### src/verilog/trx_regs.svh
// register offsets, field positions and reset values of the table-read / xor slice
`ifndef TRX_REGS_SVH
`define TRX_REGS_SVH

// ----------------------------------------------------------------------------
// register byte offsets
// ----------------------------------------------------------------------------
`define TRX_OFS_CMD          12'h000
`define TRX_OFS_ACC          12'h004
`define TRX_OFS_TPH          12'h008
`define TRX_OFS_TDH          12'h00C
`define TRX_OFS_TIMER0_MODE_REG         12'h010
`define TRX_OFS_STATUS       12'h014
`define TRX_OFS_FILE_BASE    12'h200
`define TRX_OFS_FILE_LAST    12'h3FC

// ----------------------------------------------------------------------------
// command register fields
// ----------------------------------------------------------------------------
`define TRX_CMD_OP_LSB       0
`define TRX_CMD_OP_MSB       2
`define TRX_CMD_DEST_BIT     3
`define TRX_CMD_FADDR_LSB    8
`define TRX_CMD_FADDR_MSB    14
`define TRX_CMD_IMM_LSB      16
`define TRX_CMD_IMM_MSB      23

// ----------------------------------------------------------------------------
// instruction codes
// ----------------------------------------------------------------------------
`define TRX_OP_NOP           3'h0
`define TRX_OP_TABLE_READ    3'h1
`define TRX_OP_TMODE_READ    3'h2
`define TRX_OP_TMODE_WRITE   3'h3
`define TRX_OP_XOR_REG       3'h4
`define TRX_OP_XOR_IMM       3'h5

// ----------------------------------------------------------------------------
// status fields, table-pointer width, rom word split
// ----------------------------------------------------------------------------
`define TRX_STAT_BUSY_BIT    0
`define TRX_STAT_ZERO_BIT    1
`define TRX_TPH_USED_MSB     2
`define TRX_ROM_LOW_MSB      7
`define TRX_ROM_HIGH_LSB     8
`define TRX_ROM_HIGH_MSB     13

// ----------------------------------------------------------------------------
// reset values and bus answers
// ----------------------------------------------------------------------------
`define TRX_RST_BYTE         8'h00
`define TRX_RST_TDH          6'h00
`define TRX_RESP_OKAY        2'h0
`define TRX_RESP_SLVERR      2'h2

`endif
### src/verilog/trx_pkg.sv
// types shared by the table-read / xor execution slice
package trx_pkg;

    // ------------------------------------------------------------------------
    // execution sequencer states
    // ------------------------------------------------------------------------
    typedef enum logic [1:0] {
        TRX_IDLE,
        TRX_ROM_ISSUE,
        TRX_ROM_TAKE
    } trx_state_e;

    typedef logic [7:0] trx_byte_t;

endpackage : trx_pkg

### src/verilog/trx_core.sv
// table-read / timer-mode / xor execution slice with an axi4-lite register port
// ----------------------------------------------------------------------------
// ----------------------------------------------------------------------------
`timescale 1ns/10ps
`default_nettype none
`include "trx_regs.svh"

module trx_core
    import trx_pkg::*;
#(
    parameter int ROM_AW     = 11,
    parameter int FILE_DEPTH = 128
) (
    input  wire logic              clk,
    input  wire logic              sys_rst,
    input  wire logic [11:0]       s_axi_awaddr,
    input  wire logic              s_axi_awvalid,
    output logic                   s_axi_awready,
    input  wire logic [31:0]       s_axi_wdata,
    input  wire logic [3:0]        s_axi_wstrb,
    input  wire logic              s_axi_wvalid,
    output logic                   s_axi_wready,
    output logic [1:0]             s_axi_bresp,
    output logic                   s_axi_bvalid,
    input  wire logic              s_axi_bready,
    input  wire logic [11:0]       s_axi_araddr,
    input  wire logic              s_axi_arvalid,
    output logic                   s_axi_arready,
    output logic [31:0]            s_axi_rdata,
    output logic [1:0]             s_axi_rresp,
    output logic                   s_axi_rvalid,
    input  wire logic              s_axi_rready,
    output logic [ROM_AW-1:0]      rom_addr,
    output logic                   rom_rd,
    input  wire logic [13:0]       rom_data
);

    // ------------------------------------------------------------------------
    // elaboration checks and helpers
    // ------------------------------------------------------------------------
    if (ROM_AW != 11) begin : g_bad_rom_aw
        $error("trx_core: ROM_AW must be 11");
    end
    if (FILE_DEPTH < 1 || FILE_DEPTH > 128) begin : g_bad_depth
        $error("trx_core: FILE_DEPTH must be 1 to 128");
    end

    // merge a bus word into an old word under the byte strobes
    function automatic logic [31:0] strb_merge(input logic [31:0] old_w,
                                               input logic [31:0] new_w,
                                               input logic [3:0]  strb);
        logic [31:0] res;
        res = old_w;
        for (int i = 0; i < 4; i++) begin
            if (strb[i]) begin
                res[i*8 +: 8] = new_w[i*8 +: 8];
            end
        end
        return res;
    endfunction : strb_merge

    // file register window hit
    function automatic logic file_hit(input logic [11:0] a);
        return (a >= `TRX_OFS_FILE_BASE) && (a <= `TRX_OFS_FILE_LAST)
            && (32'(a[8:2]) < FILE_DEPTH);
    endfunction : file_hit

    // ------------------------------------------------------------------------
    // state
    // ------------------------------------------------------------------------
    trx_state_e        state_r,  state_nxt;
    trx_byte_t         acc_r,    acc_nxt;
    trx_byte_t         tph_r,    tph_nxt;
    logic [5:0]        tdh_r,    tdh_nxt;
    trx_byte_t         timer0_mode_reg_r,   timer0_mode_reg_nxt;
    logic              zero_r,   zero_nxt;
    logic [23:0]       cmd_r,    cmd_nxt;
    logic [ROM_AW-1:0] raddr_r,  raddr_nxt;
    logic              rrd_r,    rrd_nxt;
    logic              awrdy_r,   awrdy_nxt;
    logic [11:0]       aw_addr_r, aw_addr_nxt;
    logic              wrdy_r,    wrdy_nxt;
    logic [31:0]       w_data_r,  w_data_nxt;
    logic [3:0]        w_strb_r,  w_strb_nxt;
    logic              bvalid_r,  bvalid_nxt;
    logic [1:0]        bresp_r,   bresp_nxt;
    logic              rvalid_r,  rvalid_nxt;
    logic [31:0]       rdata_r,   rdata_nxt;
    logic [1:0]        rresp_r,   rresp_nxt;
    logic              arrdy_r,   arrdy_nxt;

    trx_byte_t         file_mem [FILE_DEPTH];
    logic              fwe;
    logic [6:0]        fwa;
    trx_byte_t         fwd;

    // ------------------------------------------------------------------------
    // bus write, instruction execution and rom sequencing
    // ------------------------------------------------------------------------
    logic        wr_go;
    logic [31:0] wm;
    logic [2:0]  op;
    logic [6:0]  faddr;
    trx_byte_t   imm;
    trx_byte_t   xres;

    always_comb begin
        wm          = 32'h0000_0000;
        op          = `TRX_OP_NOP;
        faddr       = 7'h00;
        imm         = `TRX_RST_BYTE;
        xres        = `TRX_RST_BYTE;
        state_nxt   = state_r;
        acc_nxt     = acc_r;
        tph_nxt     = tph_r;
        tdh_nxt     = tdh_r;
        timer0_mode_reg_nxt    = timer0_mode_reg_r;
        zero_nxt    = zero_r;
        cmd_nxt     = cmd_r;
        raddr_nxt   = raddr_r;
        rrd_nxt     = 1'b0;
        awrdy_nxt   = awrdy_r;
        aw_addr_nxt = aw_addr_r;
        wrdy_nxt    = wrdy_r;
        w_data_nxt  = w_data_r;
        w_strb_nxt  = w_strb_r;
        bvalid_nxt  = bvalid_r;
        bresp_nxt   = bresp_r;
        fwe         = 1'b0;
        fwa         = 7'h00;
        fwd         = `TRX_RST_BYTE;
        // address and data channels latch independently
        if (s_axi_awvalid && awrdy_r) begin
            awrdy_nxt   = 1'b0;
            aw_addr_nxt = s_axi_awaddr;
        end
        if (s_axi_wvalid && wrdy_r) begin
            wrdy_nxt   = 1'b0;
            w_data_nxt = s_axi_wdata;
            w_strb_nxt = s_axi_wstrb;
        end
        if (bvalid_r && s_axi_bready) begin
            bvalid_nxt = 1'b0;
        end
        // writes wait while a table read is in flight
        wr_go = !awrdy_r && !wrdy_r && !bvalid_r && (state_r == TRX_IDLE);
        case (state_r)
            TRX_IDLE: begin
                if (wr_go) begin
                    awrdy_nxt   = 1'b1;
                    wrdy_nxt    = 1'b1;
                    bvalid_nxt  = 1'b1;
                    bresp_nxt   = `TRX_RESP_OKAY;
                    if (aw_addr_r == `TRX_OFS_CMD) begin
                        wm      = strb_merge({8'h00, cmd_r}, w_data_r, w_strb_r);
                        cmd_nxt = wm[23:0];
                        op      = wm[`TRX_CMD_OP_MSB:`TRX_CMD_OP_LSB];
                        faddr   = wm[`TRX_CMD_FADDR_MSB:`TRX_CMD_FADDR_LSB];
                        imm     = wm[`TRX_CMD_IMM_MSB:`TRX_CMD_IMM_LSB];
                        case (op)
                            `TRX_OP_TABLE_READ: begin
                                raddr_nxt = {tph_r[`TRX_TPH_USED_MSB:0], acc_r};
                                rrd_nxt   = 1'b1;
                                state_nxt = TRX_ROM_ISSUE;
                            end
                            `TRX_OP_TMODE_READ: begin
                                acc_nxt = timer0_mode_reg_r;
                            end
                            `TRX_OP_TMODE_WRITE: begin
                                timer0_mode_reg_nxt = acc_r;
                            end
                            `TRX_OP_XOR_REG: begin
                                xres = acc_r ^ file_mem[faddr];
                                if (wm[`TRX_CMD_DEST_BIT]) begin
                                    fwe = 1'b1;
                                    fwa = faddr;
                                    fwd = xres;
                                end else begin
                                    acc_nxt = xres;
                                end
                            end
                            `TRX_OP_XOR_IMM: begin
                                xres     = acc_r ^ imm;
                                acc_nxt  = xres;
                                zero_nxt = (xres == `TRX_RST_BYTE);
                            end
                            default: ;
                        endcase
                    end else if (aw_addr_r == `TRX_OFS_ACC) begin
                        wm      = strb_merge({24'h0, acc_r}, w_data_r, w_strb_r);
                        acc_nxt = wm[7:0];
                    end else if (aw_addr_r == `TRX_OFS_TPH) begin
                        wm      = strb_merge({24'h0, tph_r}, w_data_r, w_strb_r);
                        tph_nxt = wm[7:0];
                    end else if (aw_addr_r == `TRX_OFS_TDH) begin
                        wm      = strb_merge({26'h0, tdh_r}, w_data_r, w_strb_r);
                        tdh_nxt = wm[5:0];
                    end else if (aw_addr_r == `TRX_OFS_TIMER0_MODE_REG
                                 || aw_addr_r == `TRX_OFS_STATUS) begin
                        bresp_nxt = `TRX_RESP_OKAY; // read-only, write ignored
                    end else if (file_hit(aw_addr_r)) begin
                        wm  = strb_merge({24'h0, file_mem[aw_addr_r[8:2]]},
                                         w_data_r, w_strb_r);
                        fwe = 1'b1;
                        fwa = aw_addr_r[8:2];
                        fwd = wm[7:0];
                    end else begin
                        bresp_nxt = `TRX_RESP_SLVERR;
                    end
                end
            end
            TRX_ROM_ISSUE: begin
                state_nxt = TRX_ROM_TAKE; // rom answers one cycle after the strobe
            end
            TRX_ROM_TAKE: begin
                acc_nxt   = rom_data[`TRX_ROM_LOW_MSB:0];
                tdh_nxt   = rom_data[`TRX_ROM_HIGH_MSB:`TRX_ROM_HIGH_LSB];
                state_nxt = TRX_IDLE;
            end
            default: begin
                state_nxt = TRX_IDLE;
            end
        endcase
    end

    // bus read path; arready is kept in a flop of its own
    always_comb begin
        rvalid_nxt = rvalid_r;
        rdata_nxt  = rdata_r;
        rresp_nxt  = rresp_r;
        if (rvalid_r && s_axi_rready) begin
            rvalid_nxt = 1'b0;
        end
        if (s_axi_arvalid && !rvalid_r) begin
            rvalid_nxt = 1'b1;
            rresp_nxt  = `TRX_RESP_OKAY;
            rdata_nxt  = 32'h0000_0000;
            if (s_axi_araddr == `TRX_OFS_CMD) begin
                rdata_nxt = {8'h00, cmd_r};
            end else if (s_axi_araddr == `TRX_OFS_ACC) begin
                rdata_nxt = {24'h0, acc_r};
            end else if (s_axi_araddr == `TRX_OFS_TPH) begin
                rdata_nxt = {24'h0, tph_r};
            end else if (s_axi_araddr == `TRX_OFS_TDH) begin
                rdata_nxt = {26'h0, tdh_r};
            end else if (s_axi_araddr == `TRX_OFS_TIMER0_MODE_REG) begin
                rdata_nxt = {24'h0, timer0_mode_reg_r};
            end else if (s_axi_araddr == `TRX_OFS_STATUS) begin
                rdata_nxt[`TRX_STAT_BUSY_BIT] = (state_r != TRX_IDLE);
                rdata_nxt[`TRX_STAT_ZERO_BIT] = zero_r;
            end else if (file_hit(s_axi_araddr)) begin
                rdata_nxt = {24'h0, file_mem[s_axi_araddr[8:2]]};
            end else begin
                rresp_nxt = `TRX_RESP_SLVERR;
            end
        end
        arrdy_nxt = !rvalid_nxt;
    end

    // ------------------------------------------------------------------------
    // registers
    // ------------------------------------------------------------------------
    always_ff @(posedge clk) begin
        if (sys_rst) begin
            state_r   <= TRX_IDLE;
            acc_r     <= `TRX_RST_BYTE;
            tph_r     <= `TRX_RST_BYTE;
            tdh_r     <= `TRX_RST_TDH;
            timer0_mode_reg_r    <= `TRX_RST_BYTE;
            zero_r    <= 1'b0;
            cmd_r     <= 24'h000000;
            raddr_r   <= '0;
            rrd_r     <= 1'b0;
            awrdy_r   <= 1'b1;
            aw_addr_r <= 12'h000;
            wrdy_r    <= 1'b1;
            w_data_r  <= 32'h0000_0000;
            w_strb_r  <= 4'h0;
            bvalid_r  <= 1'b0;
            bresp_r   <= `TRX_RESP_OKAY;
            rvalid_r  <= 1'b0;
            rdata_r   <= 32'h0000_0000;
            rresp_r   <= `TRX_RESP_OKAY;
            arrdy_r   <= 1'b1;
        end else begin
            state_r   <= state_nxt;
            acc_r     <= acc_nxt;
            tph_r     <= tph_nxt;
            tdh_r     <= tdh_nxt;
            timer0_mode_reg_r    <= timer0_mode_reg_nxt;
            zero_r    <= zero_nxt;
            cmd_r     <= cmd_nxt;
            raddr_r   <= raddr_nxt;
            rrd_r     <= rrd_nxt;
            awrdy_r   <= awrdy_nxt;
            aw_addr_r <= aw_addr_nxt;
            wrdy_r    <= wrdy_nxt;
            w_data_r  <= w_data_nxt;
            w_strb_r  <= w_strb_nxt;
            bvalid_r  <= bvalid_nxt;
            bresp_r   <= bresp_nxt;
            rvalid_r  <= rvalid_nxt;
            rdata_r   <= rdata_nxt;
            rresp_r   <= rresp_nxt;
            arrdy_r   <= arrdy_nxt;
        end
    end

    // file registers hold no reset; software clears them as needed
    always_ff @(posedge clk) begin
        if (fwe) begin
            file_mem[fwa] <= fwd;
        end
    end

    // outputs come straight from the flops
    assign s_axi_awready = awrdy_r;
    assign s_axi_wready  = wrdy_r;
    assign s_axi_bvalid  = bvalid_r;
    assign s_axi_bresp   = bresp_r;
    assign s_axi_arready = arrdy_r;
    assign s_axi_rvalid  = rvalid_r;
    assign s_axi_rdata   = rdata_r;
    assign s_axi_rresp   = rresp_r;
    assign rom_addr      = raddr_r;
    assign rom_rd        = rrd_r;

endmodule : trx_core
`default_nettype wire

### config.mk
export PLATFORM = sky130hd
export DESIGN_NAME = trx_core
export DESIGN_NICKNAME = d
export VERILOG_FILES = /design/src/verilog/trx_pkg.sv /design/src/verilog/trx_core.sv
export VERILOG_INCLUDE_DIRS = /design/src /design/src/verilog
export SDC_FILE = /design/constraint.sdc
export NUM_CORES = 2
export LEC_CHECK = 0
export BUFFER_PORTS_ARGS = -buffer_cell sky130_fd_sc_hd__buf_2
export CAP_MARGIN = 20
export CORE_ASPECT_RATIO = 1.5
export CORE_MARGIN = 3
export CORE_UTILIZATION = 40
export CTS_CLUSTER_DIAMETER = 60
export CTS_CLUSTER_SIZE = 30
export DETAILED_ROUTE_END_ITERATION = 10
export GPL_TIMING_DRIVEN = 1
export MAX_ROUTING_LAYER = met4
export PLACE_DENSITY = 0.67
export SLEW_MARGIN = 30
export SYNTH_ARGS = -nofsm -noshare
export SYNTH_HDL_FRONTEND = slang
export SYNTH_SLANG_ARGS = --single-unit
### constraint.sdc
create_clock -name clk -period 11.8 [get_ports clk]
set_clock_uncertainty 0.2 [all_clocks]
set_input_delay 2.36 -clock clk [delete_from_list [all_inputs] [get_ports clk]]
set_output_delay 2.36 -clock clk [all_outputs]
set_load 0.02 [all_outputs]
# After elaboration in Yosys (flattened, before gate mapping)
# Memory sizes are Yosys's and may differ from the RTL's. A register that Yosys moved wholly into a read port is not among the register bits.
# Cells that the tools add are included.
totals:
  reg_bits: 149
  in_bits: 81
  ramBits: 1024
  rom_bits: 0
  mem_count: 1
  word_cells: 196
  latchBits: 0
  out_inout_bits: 53
op_classes:
  order_cmp: 4
  addsub: 0
  n_shift: 0
  eq_ne: 31
  mul: 0
  div: 0
  reduce_logical: 34
  n_bitwise: 6
  mux: 98
memory_table:
  columns: ["name", "depth", "word_bits", "read_ports", "rd_ports_with_merged_regs", "wr", "line", "text"]
  rows:
  - ["file_mem", 128, 8, 3, 1, 1, "trx_core.sv:92", "trx_byte_t file_mem [FILE_DEPTH];"]
op_table:
  columns: ["cell", "n"]
  rows:
  - ["$mux W8", 29]
  - ["$mux W32", 5]
  - ["$mux W7", 12]
  - ["$eq A12 B4 Y1 const B", 4]
  - ["$eq A12 B5 Y1 const B", 4]
  - ["$mux W6", 6]
  - ["$mux W2", 17]
  - ["$mux W30", 1]
  - ["$eq A12 B3 Y1 const B", 2]
  - ["$ge A12 B10 Y1 const B", 2]
  - ["$le A12 B10 Y1 const B", 2]
  - ["$logic_not A12 Y1", 2]
  - ["$mux W1", 24]
  - ["$pmux W8 S3", 1]
  - ["$reduce_and A4 Y1", 5]
  - ["$pmux W8 S2", 1]
  - ["$xor A8 B8 Y8", 2]
  - ["$ne A4 B4 Y1 const B", 3]
  - ["$pmux W6 S2", 1]
  - ["$reduce_and A6 Y1", 2]
  - ["$logic_and A1 B1 Y1", 10]
  - ["$ne A2 B2 Y1 const B", 5]
  - ["$logic_not A8 Y1", 1]
  - ["$reduce_and A7 Y1", 1]
  - ["other kinds (18)", 31]

# Depth between registers and ports, before layout
logic_depth:
  ltp_word: 13
  depth_mapped: 14
  mapped_depth_nobuf: 9

# Worst setup path after synthesis
# Ideal clock, no wire load.
synth_timing:
  path_type: "flip-flop to flip-flop"
  from: "reg w_strb_r[1]"
  to: "mem file_mem[0][3] (netlist bit), data pin"
  period_less_slack_ns: 8.832
  arrival_ns: 7.408
  setup_time_ns: 1.223
  setup_slack_ns: 2.968
  stages_incl_launch_ff: 12
  path_cell_list: "dfxtp_1 -> buf_6 -> mux2i_1 -> buf_4 -> buf_4 -> nor2_1 -> a21oi_1 -> o22ai_1 -> or4_4 -> nor4b_2 -> nor3_1 -> o31ai_1"
synth_via:
  elab_chain_len: 11
synth_rtl:
  columns: ["item", "line", "text"]
  rows:
  - ["start, declared", "trx_core.sv:84", "logic [3:0] w_strb_r, w_strb_nxt;"]
  - ["start signal, assigned", "trx_core.sv:299", "w_strb_r <= w_strb_nxt;"]
  - ["$mux W8", "trx_core.sv:55", "if (strb[i]) begin"]
  - ["$mux W8", "trx_core.sv:154", "if (aw_addr_r == `TRX_OFS_CMD) begin"]
  - ["$mux W8", "trx_core.sv:149", "if (wr_go) begin"]
  - ["$mux W8", "trx_core.sv:147", "case (state_r)"]
  - ["$mem_v2 Z128 W8", null, null]
  - ["$xor A8 B8 Y8", "trx_core.sv:173", "xres = acc_r ^ file_mem[faddr];"]
  - ["$mux W8", "trx_core.sv:174", "if (wm[`TRX_CMD_DEST_BIT]) begin"]
  - ["$mux W8", "trx_core.sv:160", "case (op)"]
  - ["$mux W8", "trx_core.sv:154", null]
  - ["$mux W8", "trx_core.sv:149", null]
  - ["$mux W8", "trx_core.sv:147", null]
  - ["via fwd[3]", "trx_core.sv:95", "trx_byte_t fwd;"]
  - ["end, declared", "trx_core.sv:92", null]
# The timed path passes the listed nets, and every way through them passes these cells. The select of a mux whose other input is x is not followed.

# Worst setup path in the final report
layout_timing:
  from: "reg w_strb_r[1]"
  to: "mem file_mem[101][7] (netlist bit), data pin"
# Same word-level chain as after synthesis.

==> results.py <==
metrics = {
    "synthesis": {
        "syn_area_um2": 64400,
        "synth_cells": 4766,
        "yosys.area.top_type_share": 0.478,
        "ys_ff_latch": 1170,
        "yosys-top-cells-area": "edfxtp_1, mux4_2, dfxtp_1, nand2_1, nor2_1",
        "ys_warn_count": 0,
        "ys_seq_area_frac": 0.523,
        "postSynth.asyncResetShare": 0,
        "synth.largest_area_cell": "edfxtp_1",
        "ys.flop_type": "edfxtp_1",
        "synth_cell_types": 87,
        "synth_edf_count": 1024,
        "syn_area_per_cell_um2": 13.5,
    },
    "critical_path": {
        "reg2reg_depth": 13,
        "cp-start-kind": "flop",
        "worstSetupPathType": "reg -> reg",
        "cp_cell_sequence": "buf_4 > mux2_8 > buf_4 > a211oi_1 > o21ai_0 > o22ai_1 > nor4_1 > nand4_1 > mux2i_1 > xnor2_1 > o22ai_4 > buf_4 > buf_4",
        "critPathCaptureType": "flop",
        "crit_required_ns": 12.02,
        "path_delay_family": "buffers and inverters",
        "crit_cells": 13,
        "arrival_ns": 7.73,
        "path_common_cell": "buf_4",
        "worst-path-buf-inv": 4,
        "slowest_delay_ns": 0.97,
        "worstPathMaxFanout": 68,
        "rrSetupSlack_ns": 4.28,
        "worst_path_max_delay_cell": "nor4_1",
    },
    "timing": {
        "fin_crit_sh": 0.637,
        "min_period_ns": 7.52,
        "final.setup.tns_ns": 0,
        "hold_viol_final": 0,
        "tightestPinTransition_ns": 1.20,
        "fmax_mhz": 133,
        "maxSlewViolCount": 0,
        "slew_headroom": 0.199,
        "rsz0062_at_grt": "no",
        "setup_violations": 0,
    },
    "drt": {
        "drtAntennaViolNets": 0,
        "dr.first_iter.drc_count": 7670,
        "totalWireLength_um": 271000,
        "dr.pass1.iters": 9,
        "post_drt_wl_per_cell_um": 39.6,
        "via_per_inst": 7.07,
        "vias": 48500,
        "drc": 0,
    },
    "cts": {
        "cts_tree": "yes",
        "clkSinkCount": 1170,
        "cts_max_path_buffers": 3,
        "cts_buffers": 67,
        "root_buffer": "clkbuf_16",
        "insertion_delay_ns": 0.77,
        "cts_resized": 0,
        "cts_setup_buffers": 0,
        "clk_pin_slew_ns": 0.10,
        "hold_buffers": 0,
        "htree_levels": 3,
    },
    "flow_run": {
        "cap_violations": 0,
    },
    "global_routing": {
        "track_usage": 0.334,
        "grt_overflow": 0,
        "grt_pass1_vias": 46200,
        "grt_first_pass_wirelength_um": 375000,
        "grt_max_degree": 118,
        "antenna_found_initial": 41,
    },
    "cells_and_area": {
        "fin_nets": 4763,
        "n_fill_cell": 14000,
        "drive_above_1_share": 0.258,
        "syn_to_final_growth_pct": 8.78,
        "final_cell_area_um2": 70000,
    },
    "floorplan": {
        "ios": 134,
        "fp.dieW_um": 334,
        "dieHeight_um": 497,
        "initial_core_util": 0.404,
        "core_area_um2": 159000,
        "rows": 179,
        "dieArea_um2": 166000,
    },
    "power": {
        "peakVddDrop_mv": 0.0899,
        "powerDensity_nw_per_um2": 117,
        "p_leak_nw": 19.0,
    },
    "placement": {
        "placed_area_um2": 67300,
        "hpwl_um": 182000,
        "finalWeightedCongestion": 1.07,
        "port-buffer-count": 114,
    },
    "worst_hold_path": {
        "whs_path_depth": 2,
        "min_path_type": "reg -> reg",
    },
    "run_status": {
        "status": "complete, no violations",
    },
}
-- power breakdown --
part	switching, W	internal (W)
registers	0.0000366	0.00445
clock network	0.00166	0.00121
logic	0.000547	0.000300
total	0.00225	0.00596
-- cell type report --
cell class	count	area, µm²	area share
sequential	1170	33700	0.481
antenna	37	92.6	0.00132
clock inverter	53	748	0.0107
timing repair buffer	267	1880	0.0268
tap	2081	2600	0.0372
inverter	19	71.3	0.00102
clock buffer	70	1710	0.0244
multi-input combinational	3157	29200	0.418
-- per-layer routing --
metal	wire, µm	track usage	share of wire	up-vias
met5	0	-	0	-
li1	-	-	-	18900
met2	124000	0.502	0.46	4054
met4	35000	0.325	0.13	0
met3	31300	0.0986	0.12	1196
met1	80700	0.347	0.30	24300
-- cells in the final DEF (no fill, tap or decap), drive strengths merged, types with 25 or more instances in the layout --
cell,Yosys,final
a21boi,28,28
nand2,577,577
clkinv,1,25
nand3,66,66
nor3,52,52
mux2i,109,109
clkbuf,186,70
inv,18,42
dfxtp,146,146
o21ai,100,100
buf,243,267
edfxtp,1024,1024
mux4,671,671
nor2,566,566
diode,0,37
nor4,34,34
a211oi,198,198
o22ai,58,58
a21oi,308,308
o221ai,35,35
-- flip-flops by register name, summed over array words and instances, names as in the netlist, 2 cells and up, named ones only --
register,count
acc_r,8
tph_r,8
tdh_r,6
s_axi_rdata,24
file_mem,1024
aw_addr_r,12
w_strb_r,3
cmd_r,24
w_data_r,24
state_r,2
timer0_mode_reg_r,8
rom_addr,11
-- worst paths after layout --
check,from,end
worst min-delay path,s_axi_rdata[18]$_SDFFE_PP0P_,s_axi_rdata[18]$_SDFFE_PP0P_
worst min register to register,s_axi_rdata[18]$_SDFFE_PP0P_,s_axi_rdata[18]$_SDFFE_PP0P_
worst max-delay path,w_strb_r[1]$_SDFFE_PP0P_,file_mem[101][7]$_DFFE_PP_
worst max register to register,w_strb_r[1]$_SDFFE_PP0P_,file_mem[101][7]$_DFFE_PP_
-- metrics by stage --
stage	hold slack, ns	power, W	cells	utilization	setup slack, ns
2_1_floorplan	0.232	0.00509	4775	-	2.97
3_3_place_gp	0.242	0.00538	6692	0.421	4.65
3_5_place_dp	0.247	0.00539	6692	0.423	4.76
4_1_cts	0.261	0.00817	6815	0.438	4.65
5_1_grt	0.281	0.00837	6849	0.440	4.30
6_report	0.261	0.00821	6854	0.440	4.28
-- cell usage after synthesis (35+ instances only) --
cell	instances
edfxtp_1	1024
mux4_2	671
nand2_1	575
nor2_1	563
a21oi_1	307
a211oi_1	192
clkbuf_1	186
buf_2	154
dfxtp_1	146
mux2i_1	107
o21ai_0	96
nand3_1	66
o22ai_1	58
nor3_1	51
buf_1	43
buf_4	37
o221ai_1	35
-- tightest hold or removal path, stage by stage, from the launching register on --
cell and delay, ns:
dfxtp_1 0.32, nand2_1 0.05, a21oi_1 0.05
-- cells by family (layout without fill, tap and decap cells) --
logic type,count (synthesis),count (layout),share of synthesized area
AOI/OAI and AO/OA,941,941,0.0969
xor gates and xnor gates,14,14,0.00190
buffers and inverters,448,409,0.0323
DFF,1170,1170,0.523
muxes,794,794,0.254
other,1,47,0.0000582
and+or+nand+nor,1398,1398,0.0914
(Power assumes the default switching activity.)
